--- src/frtcc_defs.vh ---
// Constants for the free-running timer with compare and capture channels.
// What this block does
// (RULE1) 16-bit up-counter stepped by selected source pulse
// (RULE2) Wrap from all ones sets wrap flag
// (RULE3) Counter cleared on reset and standby
// (RULE4) Compare registers matched continuously, set match flags
// (RULE5) Enabled match drives pin to level bit
// (RULE6) Compare pins low after reset until match
// (RULE7) Compare registers set all ones on reset/standby
// (RULE8) Counter and compare writes go through latch
// (RULE9) Capture edge copies counter, sets capture flag
// (RULE10) Capture edge chosen by edge select bit
// (RULE11) Capture register read through staging latch
// (RULE12) Capture pulses held at least 1.5 cycles
// (RULE13) Capture register cleared on reset/standby
// (RULE14) Capture overwrites even when flag still set
// (RULE15) Control register cleared on reset/standby
// (RULE16) Control bits 7..4 enable four interrupt requests
// (RULE17) Control bits 3,2 enable compare pins B,A
// (RULE18) Source select: /2, /8, /32, external pin
// (RULE19) External source counts rising pin edges
// (RULE20) Upper write latched, lower write loads both
// (RULE21) Upper read latches low; compares read directly
// (RULE22) Flags cleared by read-one then write-zero
// (RULE23) Edge select 0 falling, 1 rising
// (RULE24) Interrupt request follows flag and enable
`ifndef FRTCC_DEFS_VH
`define FRTCC_DEFS_VH
`define FRTCC_A_CTRL    16'hff90
`define FRTCC_A_FLAGS   16'hff91
`define FRTCC_A_CNT_H   16'hff92
`define FRTCC_A_CNT_L   16'hff93
`define FRTCC_A_CMPA_H  16'hff94
`define FRTCC_A_CMPA_L  16'hff95
`define FRTCC_A_CMPB_H  16'hff96
`define FRTCC_A_CMPB_L  16'hff97
`define FRTCC_A_CAP_H   16'hff98
`define FRTCC_A_CAP_L   16'hff99
`define FRTCC_CTRL_RST  8'h00
`define FRTCC_FLAGS_RST 8'h00
`define FRTCC_CNT_RST   16'h0000
`define FRTCC_CMP_RST   16'hffff
`define FRTCC_CAP_RST   16'h0000
`define FRTCC_B_CAP_IE  7
`define FRTCC_B_MB_IE   6
`define FRTCC_B_MA_IE   5
`define FRTCC_B_WRAP_IE 4
`define FRTCC_B_PIN_B   3
`define FRTCC_B_PIN_A   2
`define FRTCC_B_CAPF    7
`define FRTCC_B_MBF     6
`define FRTCC_B_MAF     5
`define FRTCC_B_WRAPF   4
`define FRTCC_B_LVL_B   3
`define FRTCC_B_LVL_A   2
`define FRTCC_B_EDGE    1
`define FRTCC_B_CLRA    0
`define FRTCC_FLAG_MASK 8'hf0
`define FRTCC_DIV2_LAST  5'h01
`define FRTCC_DIV8_LAST  5'h07
`define FRTCC_DIV32_LAST 5'h1f
`endif

--- src/frtcc_timer.v ---
// Free-running timer with two compare channels and one capture channel.
`include "frtcc_defs.vh"
module frtcc_timer (
	input  wire        clk,                // System clock, 50 MHz.
	input  wire        arst_n,             // Asynchronous reset, active low.
	input  wire        standby,            // High while a standby mode is held.
	input  wire [15:0] addr,               // Processor byte address.
	input  wire        rd_en,              // Read strobe, one cycle per byte.
	input  wire        wr_en,              // Write strobe, one cycle per byte.
	input  wire [7:0]  wdata,              // Write data byte.
	output reg  [7:0]  rdata_r,            // Read data, valid the cycle after rd_en.
	input  wire        external_count_pin, // External count clock pin.
	input  wire        capture_input_pin,  // Capture trigger pin.
	output reg         compare_pin_a,      // Compare output pin A.
	output reg         compare_pin_b,      // Compare output pin B.
	output reg         capture_irq,        // Capture interrupt request.
	output reg         match_a_irq,        // Match A interrupt request.
	output reg         match_b_irq,        // Match B interrupt request.
	output reg         wrap_irq            // Wrap interrupt request.
);

	////////////////////////////////////////////////////////////////////////////////
	// Storage.

	reg  [7:0]  timer_control_r;        // Enables and count source select.
	reg  [7:0]  timer_flags_register_r; // Flags, levels, edge and clear select.
	reg  [15:0] free_count_r;           // The free-running counter.
	reg  [15:0] compare_value_a_r;      // Compare register A.
	reg  [15:0] compare_value_b_r;      // Compare register B.
	reg  [15:0] capture_value_r;        // Capture register, read-only.
	reg  [7:0]  stage_r;                // Byte staging latch shared by all words.
	reg  [3:0]  flag_seen_r;            // Flags read as one, armed for clearing.
	reg  [4:0]  prescale_r;             // Internal divider for the count pulse.
	wire        ext_rise;               // Settled rising edge of the count pin.
	wire        cap_rise;               // Settled rising edge of the capture pin.
	wire        cap_fall;               // Settled falling edge of the capture pin.

	////////////////////////////////////////////////////////////////////////////////
	// Pin synchronisers.

	frtcc_sync u_ext_sync (
		.clk    (clk),
		.arst_n (arst_n),
		.pin_in (external_count_pin),
		.rise_r (ext_rise),
		.fall_r ()
	);

	frtcc_sync u_cap_sync (
		.clk    (clk),
		.arst_n (arst_n),
		.pin_in (capture_input_pin),
		.rise_r (cap_rise),
		.fall_r (cap_fall)
	);

	////////////////////////////////////////////////////////////////////////////////
	// Combinational event decode.

	wire [1:0] src_sel = timer_control_r[1:0]; // Count source select field.
	reg        tick;                            // One count step this cycle.
	wire       cnt_wr  = wr_en & (addr == `FRTCC_A_CNT_L);    // Counter load from latch.
	wire       match_a = (free_count_r == compare_value_a_r); // (RULE4)
	wire       match_b = (free_count_r == compare_value_b_r); // (RULE4)
	// A processor load in the same cycle replaces the step, so it is no wrap.
	wire       wrap_ev = tick & ~cnt_wr & (free_count_r == 16'hffff); // (RULE2)
	wire       cap_ev;                                        // Selected capture edge.

	// Edge select 0 picks falling, 1 picks rising.
	assign cap_ev = timer_flags_register_r[`FRTCC_B_EDGE] ? cap_rise : cap_fall; // (RULE10) (RULE23)

	// Pick the divider terminal count or the pin edge as the count pulse.
	always @* begin
		case (src_sel)
			2'b00:   tick = ({4'h0, prescale_r[0]} == `FRTCC_DIV2_LAST);    // (RULE18)
			2'b01:   tick = ({2'b00, prescale_r[2:0]} == `FRTCC_DIV8_LAST); // (RULE18)
			2'b10:   tick = (prescale_r == `FRTCC_DIV32_LAST);             // (RULE18)
			default: tick = ext_rise;                                      // (RULE19)
		endcase
	end

	// Divider runs freely; the chosen tap fires once per divided period.
	always @(posedge clk or negedge arst_n) begin
		if (!arst_n) begin
			prescale_r <= 5'h00;
		end else if (standby) begin
			prescale_r <= 5'h00;
		end else begin
			prescale_r <= prescale_r + 5'h01;
		end
	end

	////////////////////////////////////////////////////////////////////////////////
	// Counter and capture register.

	// A processor load wins over counting; clear on match A comes next.
	always @(posedge clk or negedge arst_n) begin
		if (!arst_n) begin
			free_count_r <= `FRTCC_CNT_RST; // (RULE3)
		end else if (standby) begin
			free_count_r <= `FRTCC_CNT_RST; // (RULE3)
		end else if (cnt_wr) begin
			free_count_r <= {stage_r, wdata}; // (RULE8) (RULE20)
		end else if (match_a & timer_flags_register_r[`FRTCC_B_CLRA]) begin
			free_count_r <= 16'h0000;
		end else if (tick) begin
			free_count_r <= free_count_r + 16'h0001; // (RULE1)
		end
	end

	// Every selected edge overwrites the capture, whatever the flag shows.
	always @(posedge clk or negedge arst_n) begin
		if (!arst_n) begin
			capture_value_r <= `FRTCC_CAP_RST; // (RULE13)
		end else if (standby) begin
			capture_value_r <= `FRTCC_CAP_RST; // (RULE13)
		end else if (cap_ev) begin
			capture_value_r <= free_count_r; // (RULE9) (RULE14)
		end
	end

	////////////////////////////////////////////////////////////////////////////////
	// Control and compare registers.

	// Word writes land only on the lower-byte strobe so both bytes change at once.
	always @(posedge clk or negedge arst_n) begin
		if (!arst_n) begin
			timer_control_r   <= `FRTCC_CTRL_RST; // (RULE15)
			compare_value_a_r <= `FRTCC_CMP_RST;  // (RULE7)
			compare_value_b_r <= `FRTCC_CMP_RST;  // (RULE7)
		end else if (standby) begin
			timer_control_r   <= `FRTCC_CTRL_RST; // (RULE15)
			compare_value_a_r <= `FRTCC_CMP_RST;  // (RULE7)
			compare_value_b_r <= `FRTCC_CMP_RST;  // (RULE7)
		end else if (wr_en) begin
			case (addr)
				`FRTCC_A_CTRL:   timer_control_r   <= wdata;
				`FRTCC_A_CMPA_L: compare_value_a_r <= {stage_r, wdata}; // (RULE8) (RULE20)
				`FRTCC_A_CMPB_L: compare_value_b_r <= {stage_r, wdata}; // (RULE8) (RULE20)
				default: ;
			endcase
		end
	end

	////////////////////////////////////////////////////////////////////////////////
	// Staging latch.

	// Upper-byte writes park data; counter and capture upper-byte reads park the low half.
	always @(posedge clk or negedge arst_n) begin
		if (!arst_n) begin
			stage_r <= 8'h00;
		end else if (wr_en) begin
			case (addr)
				`FRTCC_A_CNT_H, `FRTCC_A_CMPA_H, `FRTCC_A_CMPB_H: stage_r <= wdata; // (RULE20)
				default: ;
			endcase
		end else if (rd_en) begin
			case (addr)
				`FRTCC_A_CNT_H: stage_r <= free_count_r[7:0];    // (RULE8) (RULE21)
				`FRTCC_A_CAP_H: stage_r <= capture_value_r[7:0]; // (RULE11) (RULE21)
				default: ;
			endcase
		end
	end

	////////////////////////////////////////////////////////////////////////////////
	// Flags register.

	wire [3:0] flag_set = {cap_ev, match_b, match_a, wrap_ev}; // Hardware set events.
	wire       flags_wr = wr_en & (addr == `FRTCC_A_FLAGS);     // Software write.
	wire [3:0] flag_clr;                                        // Armed flags written 0.
	genvar     g;                                               // Bit loop index.

	// A flag clears only if it was read as one and is now written zero.
	generate
		for (g = 0; g < 4; g = g + 1) begin : g_clr
			assign flag_clr[g] = flags_wr & flag_seen_r[g] & ~wdata[g + 4]; // (RULE22)
		end
	endgenerate

	// Set beats clear so an event in the clearing cycle is not lost.
	always @(posedge clk or negedge arst_n) begin
		if (!arst_n) begin
			timer_flags_register_r <= `FRTCC_FLAGS_RST;
			flag_seen_r            <= 4'h0;
		end else if (standby) begin
			timer_flags_register_r <= `FRTCC_FLAGS_RST;
			flag_seen_r            <= 4'h0;
		end else begin
			timer_flags_register_r[7:4] <= (timer_flags_register_r[7:4] & ~flag_clr)
				| flag_set; // (RULE2) (RULE4) (RULE9) (RULE22)
			if (flags_wr) begin
				timer_flags_register_r[3:0] <= wdata[3:0];
			end
			if (rd_en & (addr == `FRTCC_A_FLAGS)) begin
				flag_seen_r <= timer_flags_register_r[7:4]; // (RULE22)
			end else if (flags_wr) begin
				flag_seen_r <= 4'h0;
			end
		end
	end

	////////////////////////////////////////////////////////////////////////////////
	// Read data.

	// Compare registers read straight; counter and capture low bytes read the latch.
	always @(posedge clk or negedge arst_n) begin
		if (!arst_n) begin
			rdata_r <= 8'h00;
		end else if (rd_en) begin
			case (addr)
				`FRTCC_A_CTRL:   rdata_r <= timer_control_r;
				`FRTCC_A_FLAGS:  rdata_r <= timer_flags_register_r;
				`FRTCC_A_CNT_H:  rdata_r <= free_count_r[15:8];
				`FRTCC_A_CNT_L:  rdata_r <= stage_r;                  // (RULE21)
				`FRTCC_A_CMPA_H: rdata_r <= compare_value_a_r[15:8];  // (RULE21)
				`FRTCC_A_CMPA_L: rdata_r <= compare_value_a_r[7:0];   // (RULE21)
				`FRTCC_A_CMPB_H: rdata_r <= compare_value_b_r[15:8];
				`FRTCC_A_CMPB_L: rdata_r <= compare_value_b_r[7:0];
				`FRTCC_A_CAP_H:  rdata_r <= capture_value_r[15:8];
				`FRTCC_A_CAP_L:  rdata_r <= stage_r;                  // (RULE11)
				default:         rdata_r <= 8'h00;
			endcase
		end
	end

	////////////////////////////////////////////////////////////////////////////////
	// Compare pins and interrupt requests.

	// Pins hold zero from reset; only an enabled match moves them.
	always @(posedge clk or negedge arst_n) begin
		if (!arst_n) begin
			compare_pin_a <= 1'b0; // (RULE6)
			compare_pin_b <= 1'b0; // (RULE6)
		end else begin
			if (match_a & timer_control_r[`FRTCC_B_PIN_A]) begin
				compare_pin_a <= timer_flags_register_r[`FRTCC_B_LVL_A]; // (RULE5) (RULE17)
			end
			if (match_b & timer_control_r[`FRTCC_B_PIN_B]) begin
				compare_pin_b <= timer_flags_register_r[`FRTCC_B_LVL_B]; // (RULE5) (RULE17)
			end
		end
	end

	// Requests are registered levels, one cycle behind flag or enable changes.
	always @(posedge clk or negedge arst_n) begin
		if (!arst_n) begin
			capture_irq <= 1'b0;
			match_b_irq <= 1'b0;
			match_a_irq <= 1'b0;
			wrap_irq    <= 1'b0;
		end else begin
			capture_irq <= timer_control_r[`FRTCC_B_CAP_IE]
				& timer_flags_register_r[`FRTCC_B_CAPF]; // (RULE16) (RULE24)
			match_b_irq <= timer_control_r[`FRTCC_B_MB_IE]
				& timer_flags_register_r[`FRTCC_B_MBF]; // (RULE16) (RULE24)
			match_a_irq <= timer_control_r[`FRTCC_B_MA_IE]
				& timer_flags_register_r[`FRTCC_B_MAF]; // (RULE16) (RULE24)
			wrap_irq    <= timer_control_r[`FRTCC_B_WRAP_IE]
				& timer_flags_register_r[`FRTCC_B_WRAPF]; // (RULE16) (RULE24)
		end
	end

endmodule // frtcc_timer

--- src/frtcc_sync.v ---
// Two-flop synchroniser with an edge detector on the settled side.
module frtcc_sync (
	input  wire clk,    // System clock.
	input  wire arst_n, // Asynchronous reset, active low.
	input  wire pin_in, // Raw pin from outside the clock domain.
	output reg  rise_r, // One-cycle pulse on a settled rising edge.
	output reg  fall_r  // One-cycle pulse on a settled falling edge.
);
	reg meta_r;   // First stage, read only by the second stage.
	reg stable_r; // Second stage.
	reg prev_r;   // Previous settled level for edge detection.

	// The edge detector reads only the second and third stages, never the first.
	always @(posedge clk or negedge arst_n) begin
		if (!arst_n) begin
			meta_r   <= 1'b0;
			stable_r <= 1'b0;
			prev_r   <= 1'b0;
			rise_r   <= 1'b0;
			fall_r   <= 1'b0;
		end else begin
			meta_r   <= pin_in;
			stable_r <= meta_r;
			prev_r   <= stable_r;
			rise_r   <= stable_r & ~prev_r;
			fall_r   <= ~stable_r & prev_r;
		end
	end
endmodule // frtcc_sync

--- config.mk ---
export PLATFORM = sky130hd
export DESIGN_NAME = frtcc_timer
export DESIGN_NICKNAME = d
export VERILOG_FILES = /design/src/frtcc_timer.v /design/src/frtcc_sync.v
export VERILOG_INCLUDE_DIRS = /design/src
export SDC_FILE = /design/constraint.sdc
export NUM_CORES = 1
export LEC_CHECK = 0
export BUFFER_PORTS_ARGS = -buffer_cell sky130_fd_sc_hd__buf_2
export CORE_ASPECT_RATIO = 0.8
export CORE_MARGIN = 3
export CORE_UTILIZATION = 50
export CTS_BUF_LIST = sky130_fd_sc_hd__clkbuf_16
export DETAILED_ROUTE_END_ITERATION = 8
export MAX_ROUTING_LAYER = met4
export PLACE_DENSITY_LB_ADDON = 0.15
export REMOVE_ABC_BUFFERS = 1
export SETUP_SLACK_MARGIN = 0.5
export SYNTH_ARGS = -nofsm -noshare
export SYNTH_HDL_FRONTEND = slang
export SYNTH_SLANG_ARGS = --single-unit
--- constraint.sdc ---
create_clock -name clk -period 7.4 [get_ports clk]
set_input_delay 0.74 -clock clk [delete_from_list [all_inputs] [get_ports clk]]
set_output_delay 0.74 -clock clk [all_outputs]
set_load 0.01 [all_outputs]
==> impl_metrics.env, run 1 <==
export IMPL_result_of_the_run="finished clean"
export IMPL_cts_buffers_inserted=17
export IMPL_initial_utilization_pct=52.6
export IMPL_ys_flop_type="dfrtp_1"
export IMPL_yosys_warnings=0
export IMPL_critPathSlowestCell="and2_0"
export IMPL_worst_setup_path_type="primary input to register"
export IMPL_cts_tree="built"
export IMPL_critPathLaunch="addr[6]"
export IMPL_ioPinCount=45
export IMPL_cellInternalPower_w=0.00117
export IMPL_core_area_um2=12600
export IMPL_place_congestion=0.982
export IMPL_wl_per_cell_um=23.7
export IMPL_synthArstFlopShare_pct=100
export IMPL_clock_path_buffers=2
export IMPL_comb_power_share_pct=6.1
export IMPL_drt_antenna_violating_nets=0
export IMPL_grt_antenna_before_repair=0
export IMPL_synthTopCellsByArea="dfrtp_1 33%, dfstp_2 13%, nand2_1 6.8%"
export IMPL_vias=5900
export IMPL_max_slew_margin_rel_pct=9.43
export IMPL_port_buffers=44
export IMPL_p_per_area_nw_per_um2=213
export IMPL_htree_levels=4
export IMPL_period_needed_ns=2.97
export IMPL_postCtsHoldBufs=0
export IMPL_worstSkewPairLatency_ns=0.42
export IMPL_setup_violations=0
export IMPL_worst_hold_path_type="primary input to async pin"
export IMPL_layout_commonest_cell="nand2_1"
export IMPL_switching_power_w=0.000423
export IMPL_synth_edf_count=0
export IMPL_hold_viol=0
export IMPL_synthesis_instances=698
export IMPL_row_count=36
export IMPL_seq_area_frac_synth_pct=46.0
export IMPL_report_power_total_w=0.00159
export IMPL_longest_individual_stage_delay_on_the_worst_path_ns=0.69
export IMPL_slew_violations=0
export IMPL_whs_ns=0.283
export IMPL_layout_core_utilization_pct=59.4
export IMPL_end_kind="register"
export IMPL_p_clk_share_pct=51.7
export IMPL_post_cts_resize_count=0
export IMPL_timing_fmax_ghz=0.336
export IMPL_grt_pass1_wl_um=33400
export IMPL_dr_first_iter_drc_count=717
export IMPL_required_time_at_the_endpoint_of_the_critical_path_ns=7.69
export IMPL_final_setup_tns_ns=0
export IMPL_critPathBufInv=2
export IMPL_fp_dieArea_um2=14600
export IMPL_yosysUniqueCellTypes=60
export IMPL_nNetsFinal=750
export IMPL_layout_area_overhead_vs_synth_pct=12.9
export IMPL_synth_largest_area_cell="dfrtp_1"
export IMPL_detail_route_wirelength_um=21300
export IMPL_drv_max_cap_violation_count=0
export IMPL_n_fill_cell=1067
export IMPL_skew_ns=0.00898
export IMPL_standby_leakage_power_nw=3.03
export IMPL_gr_total_overflow=0
export IMPL_timing_critical_path_cells="buf_2 > nand4bb_1 > nor3_2 > and2_0 > a211oi_1 > buf_4 > a2111oi_0"
export IMPL_final_layout_size_suffix_gt1_share_pct=19.9
export IMPL_swShare_pct=26.6
export IMPL_critPathMaxFanout=15
export IMPL_cp_top_family="simple AND/OR/NAND/NOR gates"
export IMPL_yosys_area_top_type_share_pct=33.3
export IMPL_critical_path_startpoint_type="primary input"
export IMPL_die_w_um=135
export IMPL_seq_area_um2=3040
export IMPL_synth_area_per_cell_um2=9.47
export IMPL_clk_root_buffer_cell="clkbuf_16"
export IMPL_final_cycle_share_pct=40.2
export IMPL_vias_per_cell=6.56
export IMPL_timing_worst_slew_pin_value_ns=1.35
export IMPL_synth_cell_area_um2=6610
export IMPL_pwr_share_seq_pct=42.3
export IMPL_detail_route_drc_violations=0
export IMPL_grt_setup_unrepaired="no"
export IMPL_flop_and_latch_count_out_of_synthesis=120
export IMPL_num_antenna_cells=0
export IMPL_grt_pass1_vias=5652
export IMPL_mostFrequentLayoutCells="120 x nand2_1, 88 x dfrtp_1, 63 x nand3_1"
export IMPL_grt_max_degree=83
export IMPL_grt_use_total_pct=31.3
export IMPL_first_pass_iters=7
export IMPL_numClockSinks=120
export IMPL_cts_reportedPaths_clkPinSlew_ns=0.06
export IMPL_vdd_ir_drop_worst_uv=170
export IMPL_worstReg2RegStart="free_count_r[2]$_DFFE_PN0P_"
export IMPL_die_y_um=109
export IMPL_post_cts_setup_buffers=0
export IMPL_timing_critical_path_arrival_ns=3.26
export IMPL_post_dp_hpwl_um=14600
export IMPL_footprint_of_the_multi_input_gates_um2=3270
==> synth_stat cells, drive strengths merged, types with 2 or more instances <==
cell,instances
xor2,35
o31ai,3
a211oi,10
nor4,22
o22a,4
nor2,14
clkbuf,38
a2111oi,3
a32oi,2
a22o,16
a21oi,31
mux2i,15
nor2b,10
and2,10
a222oi,7
ha,4
dfrtp,88
a31oi,7
dfstp,32
and4,3
and3,4
o211a,4
nand4,18
o211ai,7
mux2,15
nand3,63
inv,18
nand4bb,3
or4b,3
buf,16
nand2,120
nor3,6
nand2b,4
nor4b,2
a221oi,11
o21ai,24
nand4b,3
a22oi,11
==> per-stage QoR <==
| step | std cells | cell area (um2) | worst slack, ns |
|---|---|---|---|
| after floorplan | 644 | 6380 | 4.52 |
| after global placement | 867 | 6880 | 4.26 |
| after detailed placement | 867 | 6880 | 4.10 |
| after CTS | 899 | 7460 | 4.47 |
| after global routing | 899 | 7460 | 4.18 |
| final | 899 | 7460 | 4.43 |
==> final cells by class <==
cell class	count	share of cell area, %
multi-input cells	505	43.8
flip-flops and latches	120	40.8
clock buffers	17	5.70
repair buffers	52	3.79
well taps	171	2.87
clock inverters	15	2.13
inverters	19	0.955
==> state kept, by name, summed over array words and instances (netlist names), 4 cells and up <==
name / flops
rdata_r: 8
prescale_r: 5
compare_value_b_r: 16
compare_value_a_r: 16
stage_r: 8
timer_control_r: 8
timer_flags_register_r: 8
free_count_r: 16
flag_seen_r: 4
capture_value_r: 16
==> final timing paths <==
path	cells past startpoint	slack (ns)	to
max in group asynchronous	2	5.68	capture_value_r[8]$_DFFE_PN0P_
max reg2reg	6	4.66	free_count_r[6]$_DFFE_PN0P_
min	1	0.28	u_ext_sync.stable_r$_DFF_PN0_
min in group clk	0	0.35	u_ext_sync.stable_r$_DFF_PN0_
max	7	4.43	free_count_r[6]$_DFFE_PN0P_
min reg2reg	0	0.35	u_ext_sync.stable_r$_DFF_PN0_
==> power by group through the flow <==
stage	combinational, W	sequential [W]	clock (W)
floorplan	0.0000360	0.000682	0
global placement	0.0000933	0.000684	0
detailed placement	0.0000948	0.000684	0
CTS	0.0000954	0.000673	0.000827
global route	0.000105	0.000674	0.000864
finish	0.0000963	0.000673	0.000822
==> layer usage <==
metal / wire (um) / global-route usage, % / up-vias
li1: - / - / 2596
met1: 9800 / 44.7 / 2947
met2: 9350 / 45.5 / 313
met3: 1770 / 6.27 / 44
met4: 401 / 9.30 / 0
met5: 0 / - / -
==> cells by family after synthesis <==
kind of cell | count (synthesis) | share of synthesized area, %
and+or+nand+nor | 288 | 22.9
AOI/OAI and AO/OA | 147 | 16.0
DFF | 120 | 46.0
buffers and inverters | 73 | 4.58
xor gates and xnor gates | 35 | 4.64
muxes | 31 | 5.17
adders and majority gates | 4 | 0.757
Power figures use the tool's default switching activity.
==> run 2, diff against run 1 <==
==> constraint.sdc (replaced) <==
create_clock -name clk -period 2.95 [get_ports clk]
set_input_delay 0.295 -clock clk [delete_from_list [all_inputs] [get_ports clk]]
set_output_delay 0.295 -clock clk [all_outputs]
set_load 0.01 [all_outputs]
==> impl_metrics.env, run 2 (synthesized netlist as in run 1, its figures left out) <==
export IMPL_htree_levels=4
export IMPL_result_of_the_run="finished clean"
export IMPL_critical_path_startpoint_type="register"
export IMPL_hold_viol=0
export IMPL_nNetsFinal=780
export IMPL_final_cycle_share_pct=80.7
export IMPL_clk_root_buffer_cell="clkbuf_16"
export IMPL_num_antenna_cells=0
export IMPL_post_dp_hpwl_um=15900
export IMPL_port_buffers=44
export IMPL_worstReg2RegStart="free_count_r[10]$_DFFE_PN0P_"
export IMPL_layout_area_overhead_vs_synth_pct=17.9
export IMPL_wl_per_cell_um=24.2
export IMPL_p_per_area_nw_per_um2=538
export IMPL_seq_area_um2=3040
export IMPL_critPathMaxFanout=9
export IMPL_vias_per_cell=6.60
export IMPL_timing_reg2reg_worst_path_depth=5
export IMPL_vias=6127
export IMPL_numClockSinks=120
export IMPL_vdd_ir_drop_worst_uv=386
export IMPL_die_w_um=135
export IMPL_detail_route_drc_violations=0
export IMPL_globalRoute_busiestLayer="met2"
export IMPL_required_time_at_the_endpoint_of_the_critical_path_ns=3.25
export IMPL_period_needed_ns=2.38
export IMPL_use_met2_pct=47.7
export IMPL_mostFrequentLayoutCells="120 x nand2_1, 88 x dfrtp_1, 63 x nand3_1"
export IMPL_worstSkewPairLatency_ns=0.42
export IMPL_standby_leakage_power_nw=3.22
export IMPL_core_area_um2=12600
export IMPL_cts_buffers_inserted=17
export IMPL_n_fill_cell=1051
export IMPL_timing_fmax_ghz=0.420
export IMPL_worst_hold_path_type="primary input to register"
export IMPL_drt_antenna_violating_nets=0
export IMPL_grt_setup_unrepaired="no"
export IMPL_final_setup_tns_ns=0
export IMPL_r2r_end="compare_pin_b$_DFFE_PN0P_"
export IMPL_cts_reportedPaths_clkPinSlew_ns=0.06
export IMPL_critPathLaunch="free_count_r[10]$_DFFE_PN0P_"
export IMPL_reg2reg_setup_slack_ns=0.57
export IMPL_groute_layer_met3_usage_pct=7.93
export IMPL_footprint_of_the_multi_input_gates_um2=3290
export IMPL_end_kind="register"
export IMPL_timing_critical_path_arrival_ns=2.68
export IMPL_gr_total_overflow=0
export IMPL_initial_utilization_pct=52.6
export IMPL_grt_antenna_before_repair=0
export IMPL_place_congestion=1.01
export IMPL_final_layout_size_suffix_gt1_share_pct=23.2
export IMPL_layout_commonest_cell="nand2_1"
export IMPL_timing_worst_slew_pin_value_ns=0.914
export IMPL_row_count=36
export IMPL_setup_worst_path_end="compare_pin_b$_DFFE_PN0P_"
export IMPL_grt_max_degree=55
export IMPL_drv_max_cap_violation_count=0
export IMPL_layout_core_utilization_pct=62.0
export IMPL_cts_tree="built"
export IMPL_dr_first_iter_drc_count=904
export IMPL_detail_route_wirelength_um=22500
export IMPL_ioPinCount=45
export IMPL_grt_pass1_wl_um=35200
export IMPL_slew_violations=0
export IMPL_setup_violations=0
export IMPL_first_pass_iters=6
export IMPL_max_slew_margin_rel_pct=39.1
export IMPL_final_design_area_no_fill_um2=7790
export IMPL_placed_cell_area_um2=7080
export IMPL_skew_ns=0.00889
export IMPL_fp_dieArea_um2=14600
export IMPL_grt_met1_usage_pct=46.1
export IMPL_die_y_um=109
export IMPL_clock_path_buffers=2
export IMPL_grt_use_total_pct=32.9
export IMPL_worst_setup_path_type="register to register"
export IMPL_grt_pass1_vias=5881
==> run 2: worst min path at each step <==
stage	startpoint	endpoint	slack, ns	depth (start not counted)
finish	wdata[3]	compare_value_a_r[3]$_DFFE_PN1P_	0.18	3
global route	wdata[3]	compare_value_b_r[3]$_DFFE_PN1P_	0.19	3
CTS	wdata[3]	compare_value_b_r[3]$_DFFE_PN1P_	0.18	3
detailed placement	arst_n	prescale_r[0]$_DFF_PN0_	0.29	1
global placement	arst_n	prescale_r[2]$_DFF_PN0_	0.28	1
floorplan	arst_n	capture_irq$_DFF_PN0_	-0.0006	0
==> run 2: what timing repair did <==
item / in CTS / in global routing
pin swaps: 0 / 1
resized for setup: 1 / 5
endpoints found under the setup margin: 5 / 10
buffers inserted: 1 / 1
cloned: 0 / 0
hold endpoints to repair: 31 / 0
hold buffers: 3 / 0
==> run 2: layout make-up <==
class / count / area share (%)
Clock buffer: 17 / 5.46
Multi-Input combinational cell: 505 / 42.3
Sequential cell: 120 / 39.0
Inverter: 19 / 0.915
Timing Repair Buffer: 82 / 6.94
Clock inverter: 15 / 2.65
Tap cell: 171 / 2.75
==> run 2: report_power, final <==
group / internal (W) / switching (W)
registers: 0.00167 / 0.0000199
logic: 0.0000806 / 0.000180
clock network: 0.00137 / 0.000875
==> run 2: worst max-delay path, cell delays in order (launching register included) <==
cell and delay [ns]:
dfrtp_1 0.66, xor2_1 0.15, nor4_1 0.46, nand4_1 0.41
nor2_1 0.22, mux2_2 0.36
==> run 2: metal layers <==
metal | up-vias | part of all wire [%]
met3 | 62 | 11
met2 | 408 | 44
met4 | 0 | 2.9
met1 | 2996 | 42
li1 | 2661 | -
met5 | - | 0
==> run 2: through the flow <==
stage               hold WS [ns]  worst slack, ns  total power, W  std cells
floorplan              -0.000591            0.154         0.00180        644
global placement           0.284            0.413         0.00195        892
detailed placement         0.287            0.338         0.00196        892
CTS                        0.176            0.549         0.00420        928
global route               0.189            0.509         0.00430        929
finish                     0.185            0.569         0.00419        929
==> run 3, diff against run 2 <==
--- a/config.mk
+++ b/config.mk
@@ -6,6 +6,7 @@
 export SDC_FILE = /design/constraint.sdc
 export NUM_CORES = 1
 export LEC_CHECK = 0
+export ABC_AREA = 1
 export BUFFER_PORTS_ARGS = -buffer_cell sky130_fd_sc_hd__buf_2
 export CORE_ASPECT_RATIO = 0.8
 export CORE_MARGIN = 3
==> constraint.sdc (replaced) <==
create_clock -name clk -period 1.9 [get_ports clk]
set_input_delay 0.19 -clock clk [delete_from_list [all_inputs] [get_ports clk]]
set_output_delay 0.19 -clock clk [all_outputs]
set_load 0.01 [all_outputs]
==> impl_metrics.env, run 3 <==
export IMPL_detail_route_wirelength_um=21600
export IMPL_vias_per_cell=5.44
export IMPL_slew_violations=0
export IMPL_layout_commonest_cell="nand2_1"
export IMPL_yosysUniqueCellTypes=43
export IMPL_cts_tree="built"
export IMPL_worstSkewPairLatency_ns=0.42
export IMPL_clk_root_buffer_cell="clkbuf_16"
export IMPL_grt_pass1_wl_um=35200
export IMPL_seq_area_frac_synth_pct=43.6
export IMPL_detail_route_drc_violations=0
export IMPL_pwr_share_seq_pct=41.0
export IMPL_result_of_the_run="finished clean"
export IMPL_htree_levels=4
export IMPL_num_antenna_cells=0
export IMPL_gr_total_overflow=0
export IMPL_vias=6855
export IMPL_switching_power_w=0.00189
export IMPL_yosys_top_cells_count="317 x nand2_1, 107 x nand3_1, 101 x nor2_1, 90 x inv_1, 88 x dfrtp_1"
export IMPL_standby_leakage_power_nw=4.52
export IMPL_period_needed_ns=1.81
export IMPL_p_per_area_nw_per_um2=778
export IMPL_final_cycle_share_pct=95.2
export IMPL_end_kind="register"
export IMPL_timing_worst_slew_pin_value_ns=0.455
export IMPL_yosys_warnings=0
export IMPL_hold_viol=0
export IMPL_drt_antenna_violating_nets=0
export IMPL_seq_area_um2=3050
export IMPL_placed_cell_area_um2=7860
export IMPL_cts_buffers_inserted=17
export IMPL_grt_use_total_pct=29.7
export IMPL_required_time_at_the_endpoint_of_the_critical_path_ns=2.21
export IMPL_final_layout_size_suffix_gt1_share_pct=26.6
export IMPL_layout_area_overhead_vs_synth_pct=26.0
export IMPL_numClockSinks=120
export IMPL_skew_ns=0.00560
export IMPL_die_y_um=112
export IMPL_mostFrequentLayoutCells="290 x nand2_1, 105 x nand3_1, 94 x nor2_1"
export IMPL_comb_power_share_pct=10.2
export IMPL_synthTopCellsByArea="dfrtp_1 32%, nand2_1 17%, dfstp_2 12%"
export IMPL_synthesis_instances=955
export IMPL_cts_reportedPaths_clkPinSlew_ns=0.06
export IMPL_initial_utilization_pct=52.7
export IMPL_synth_edf_count=0
export IMPL_ioPinCount=45
export IMPL_yosys_area_top_type_share_pct=31.5
export IMPL_worst_setup_path_type="register to register"
export IMPL_n_fill_cell=1160
export IMPL_grt_setup_unrepaired="yes"
export IMPL_clock_path_buffers=2
export IMPL_ys_flop_type="dfrtp_1"
export IMPL_nNetsFinal=1107
export IMPL_critPathMaxFanout=8
export IMPL_synthArstFlopShare_pct=100
export IMPL_flop_and_latch_count_out_of_synthesis=120
export IMPL_critical_path_startpoint_type="register"
export IMPL_synth_largest_area_cell="dfrtp_1"
export IMPL_die_w_um=138
export IMPL_fp_dieArea_um2=15400
export IMPL_grt_max_degree=75
export IMPL_post_dp_hpwl_um=15300
export IMPL_timing_critical_path_arrival_ns=2.12
export IMPL_core_area_um2=13200
export IMPL_whs_ns=0.110
export IMPL_vdd_ir_drop_worst_uv=612
export IMPL_final_design_area_no_fill_um2=8800
export IMPL_row_count=37
export IMPL_setup_violations=0
export IMPL_synth_area_per_cell_um2=7.31
export IMPL_max_slew_margin_rel_pct=69.4
export IMPL_port_buffers=44
export IMPL_synth_cell_area_um2=6980
export IMPL_cellInternalPower_w=0.00495
export IMPL_synth_most_common_cell="nand2_1"
export IMPL_grt_pass1_vias=6604
export IMPL_dr_first_iter_drc_count=771
export IMPL_timing_fmax_ghz=0.553
export IMPL_grt_antenna_before_repair=0
export IMPL_place_congestion=0.959
export IMPL_footprint_of_the_multi_input_gates_um2=3520
export IMPL_p_clk_share_pct=48.8
export IMPL_wl_per_cell_um=17.2
export IMPL_worst_hold_path_type="primary input to register"
export IMPL_drv_max_cap_violation_count=0
export IMPL_first_pass_iters=5
export IMPL_swShare_pct=27.7
==> run 3: cell count changes after synthesis, sizes merged, moves of 14 or more <==
cell    previous run  this run
inv               18        98
nor4              22         2
nor2              14       109
o22ai              0        15
nand3             63       110
mux2              15         0
nand2            120       320
buf               16        34
clkbuf            38         5
mux2i             15         0
nand3b             0        14
xor2              35        14
a22o              16         0
==> run 3: power by group through the flow <==
| stage | clock network [W] | logic, W | registers [W] |
|---|---|---|---|
| after detailed placement | 0 | 0.000617 | 0.00285 |
| after global placement | 0 | 0.000608 | 0.00284 |
| final | 0.00334 | 0.000697 | 0.00281 |
| after global routing | 0.00350 | 0.000771 | 0.00282 |
| after CTS | 0.00337 | 0.000671 | 0.00281 |
| after floorplan | 0 | 0.000310 | 0.00282 |
==> run 3: area by class of cell <==
cell class                 instances  share of cell area, %
clock buffer                      17                   4.83
tap                              175                   2.49
inverter                         100                   4.46
clock inverter                    15                   2.05
timing repair inverter             1                  0.185
sequential                       120                   34.6
timing repair buffer             136                   11.4
multi-input combinational        696                   40.0
==> run 3: metrics by stage <==
step / instances / setup slack, ns / power [W] / utilization (%) / setup TNS [ns]
finish: 1260 / 0.0915 / 0.00685 / 66.5 / 0
global route: 1260 / -0.0197 / 0.00710 / 66.5 / -0.0664
CTS: 1257 / 0.136 / 0.00685 / 65.3 / 0
detailed placement: 1215 / 0.0206 / 0.00346 / 59.3 / 0
global placement: 1215 / 0.0586 / 0.00345 / 59.3 / 0
floorplan: 916 / -0.0792 / 0.00313 / - / -1.83
==> run 3: timing repair <==
item,CTS,global route
gates resized for setup,32,45
hold buffers,3,0
pin swaps,13,14
endpoints found under the hold margin,90,0
buffers inserted,6,3
gates cloned,1,0
setup endpoints to repair,21,39
==> run 3: final timing paths <==
path	start	end	slack, ns	depth (start not counted)
worst min register to register	u_cap_sync.meta_r$_DFF_PN0_	u_cap_sync.stable_r$_DFF_PN0_	0.35	0
worst max register to register	prescale_r[0]$_DFF_PN0_	free_count_r[1]$_DFFE_PN0P_	0.09	12
worst max-delay path	prescale_r[0]$_DFF_PN0_	free_count_r[1]$_DFFE_PN0P_	0.09	12
max in group asynchronous	arst_n	compare_value_a_r[10]$_DFFE_PN1P_	1.19	3
min in group asynchronous	arst_n	capture_value_r[6]$_DFFE_PN0P_	0.30	3
worst min-delay path	wdata[4]	free_count_r[4]$_DFFE_PN0P_	0.11	5
==> run 3: metal layers <==
| metal | GRT usage, % | part of all wire (%) |
|---|---|---|
| met5 | - | 0 |
| met2 | 43.0 | 44 |
| met4 | 10.1 | 2.9 |
| met3 | 6.01 | 7.7 |
| met1 | 41.9 | 46 |
==> run 3: critical path, cell delays in order, from the launching register on <==
cell	delay [ns]
dfrtp_1	0.38
ha_2	0.19
nand2_1	0.06
nor2_1	0.04
ha_2	0.16
inv_2	0.04
o211ai_1	0.10
a21oi_2	0.23
nand3_4	0.15
nand2_8	0.14
clkinv_8	0.09
nand2_1	0.07
nand2_1	0.04
==> run 3: cell families (layout without fill, tap and decap cells) <==
logic type,count (synthesis),count (layout),share of synthesized area [%]
DFF,120,120,43.6
xor gates and xnor gates,26,26,3.26
adders and majority gates,4,4,0.717
buffers and inverters,139,269,8.80
and+or+nand+nor,579,579,36.3
AOI/OAI and AO/OA,87,87,7.33
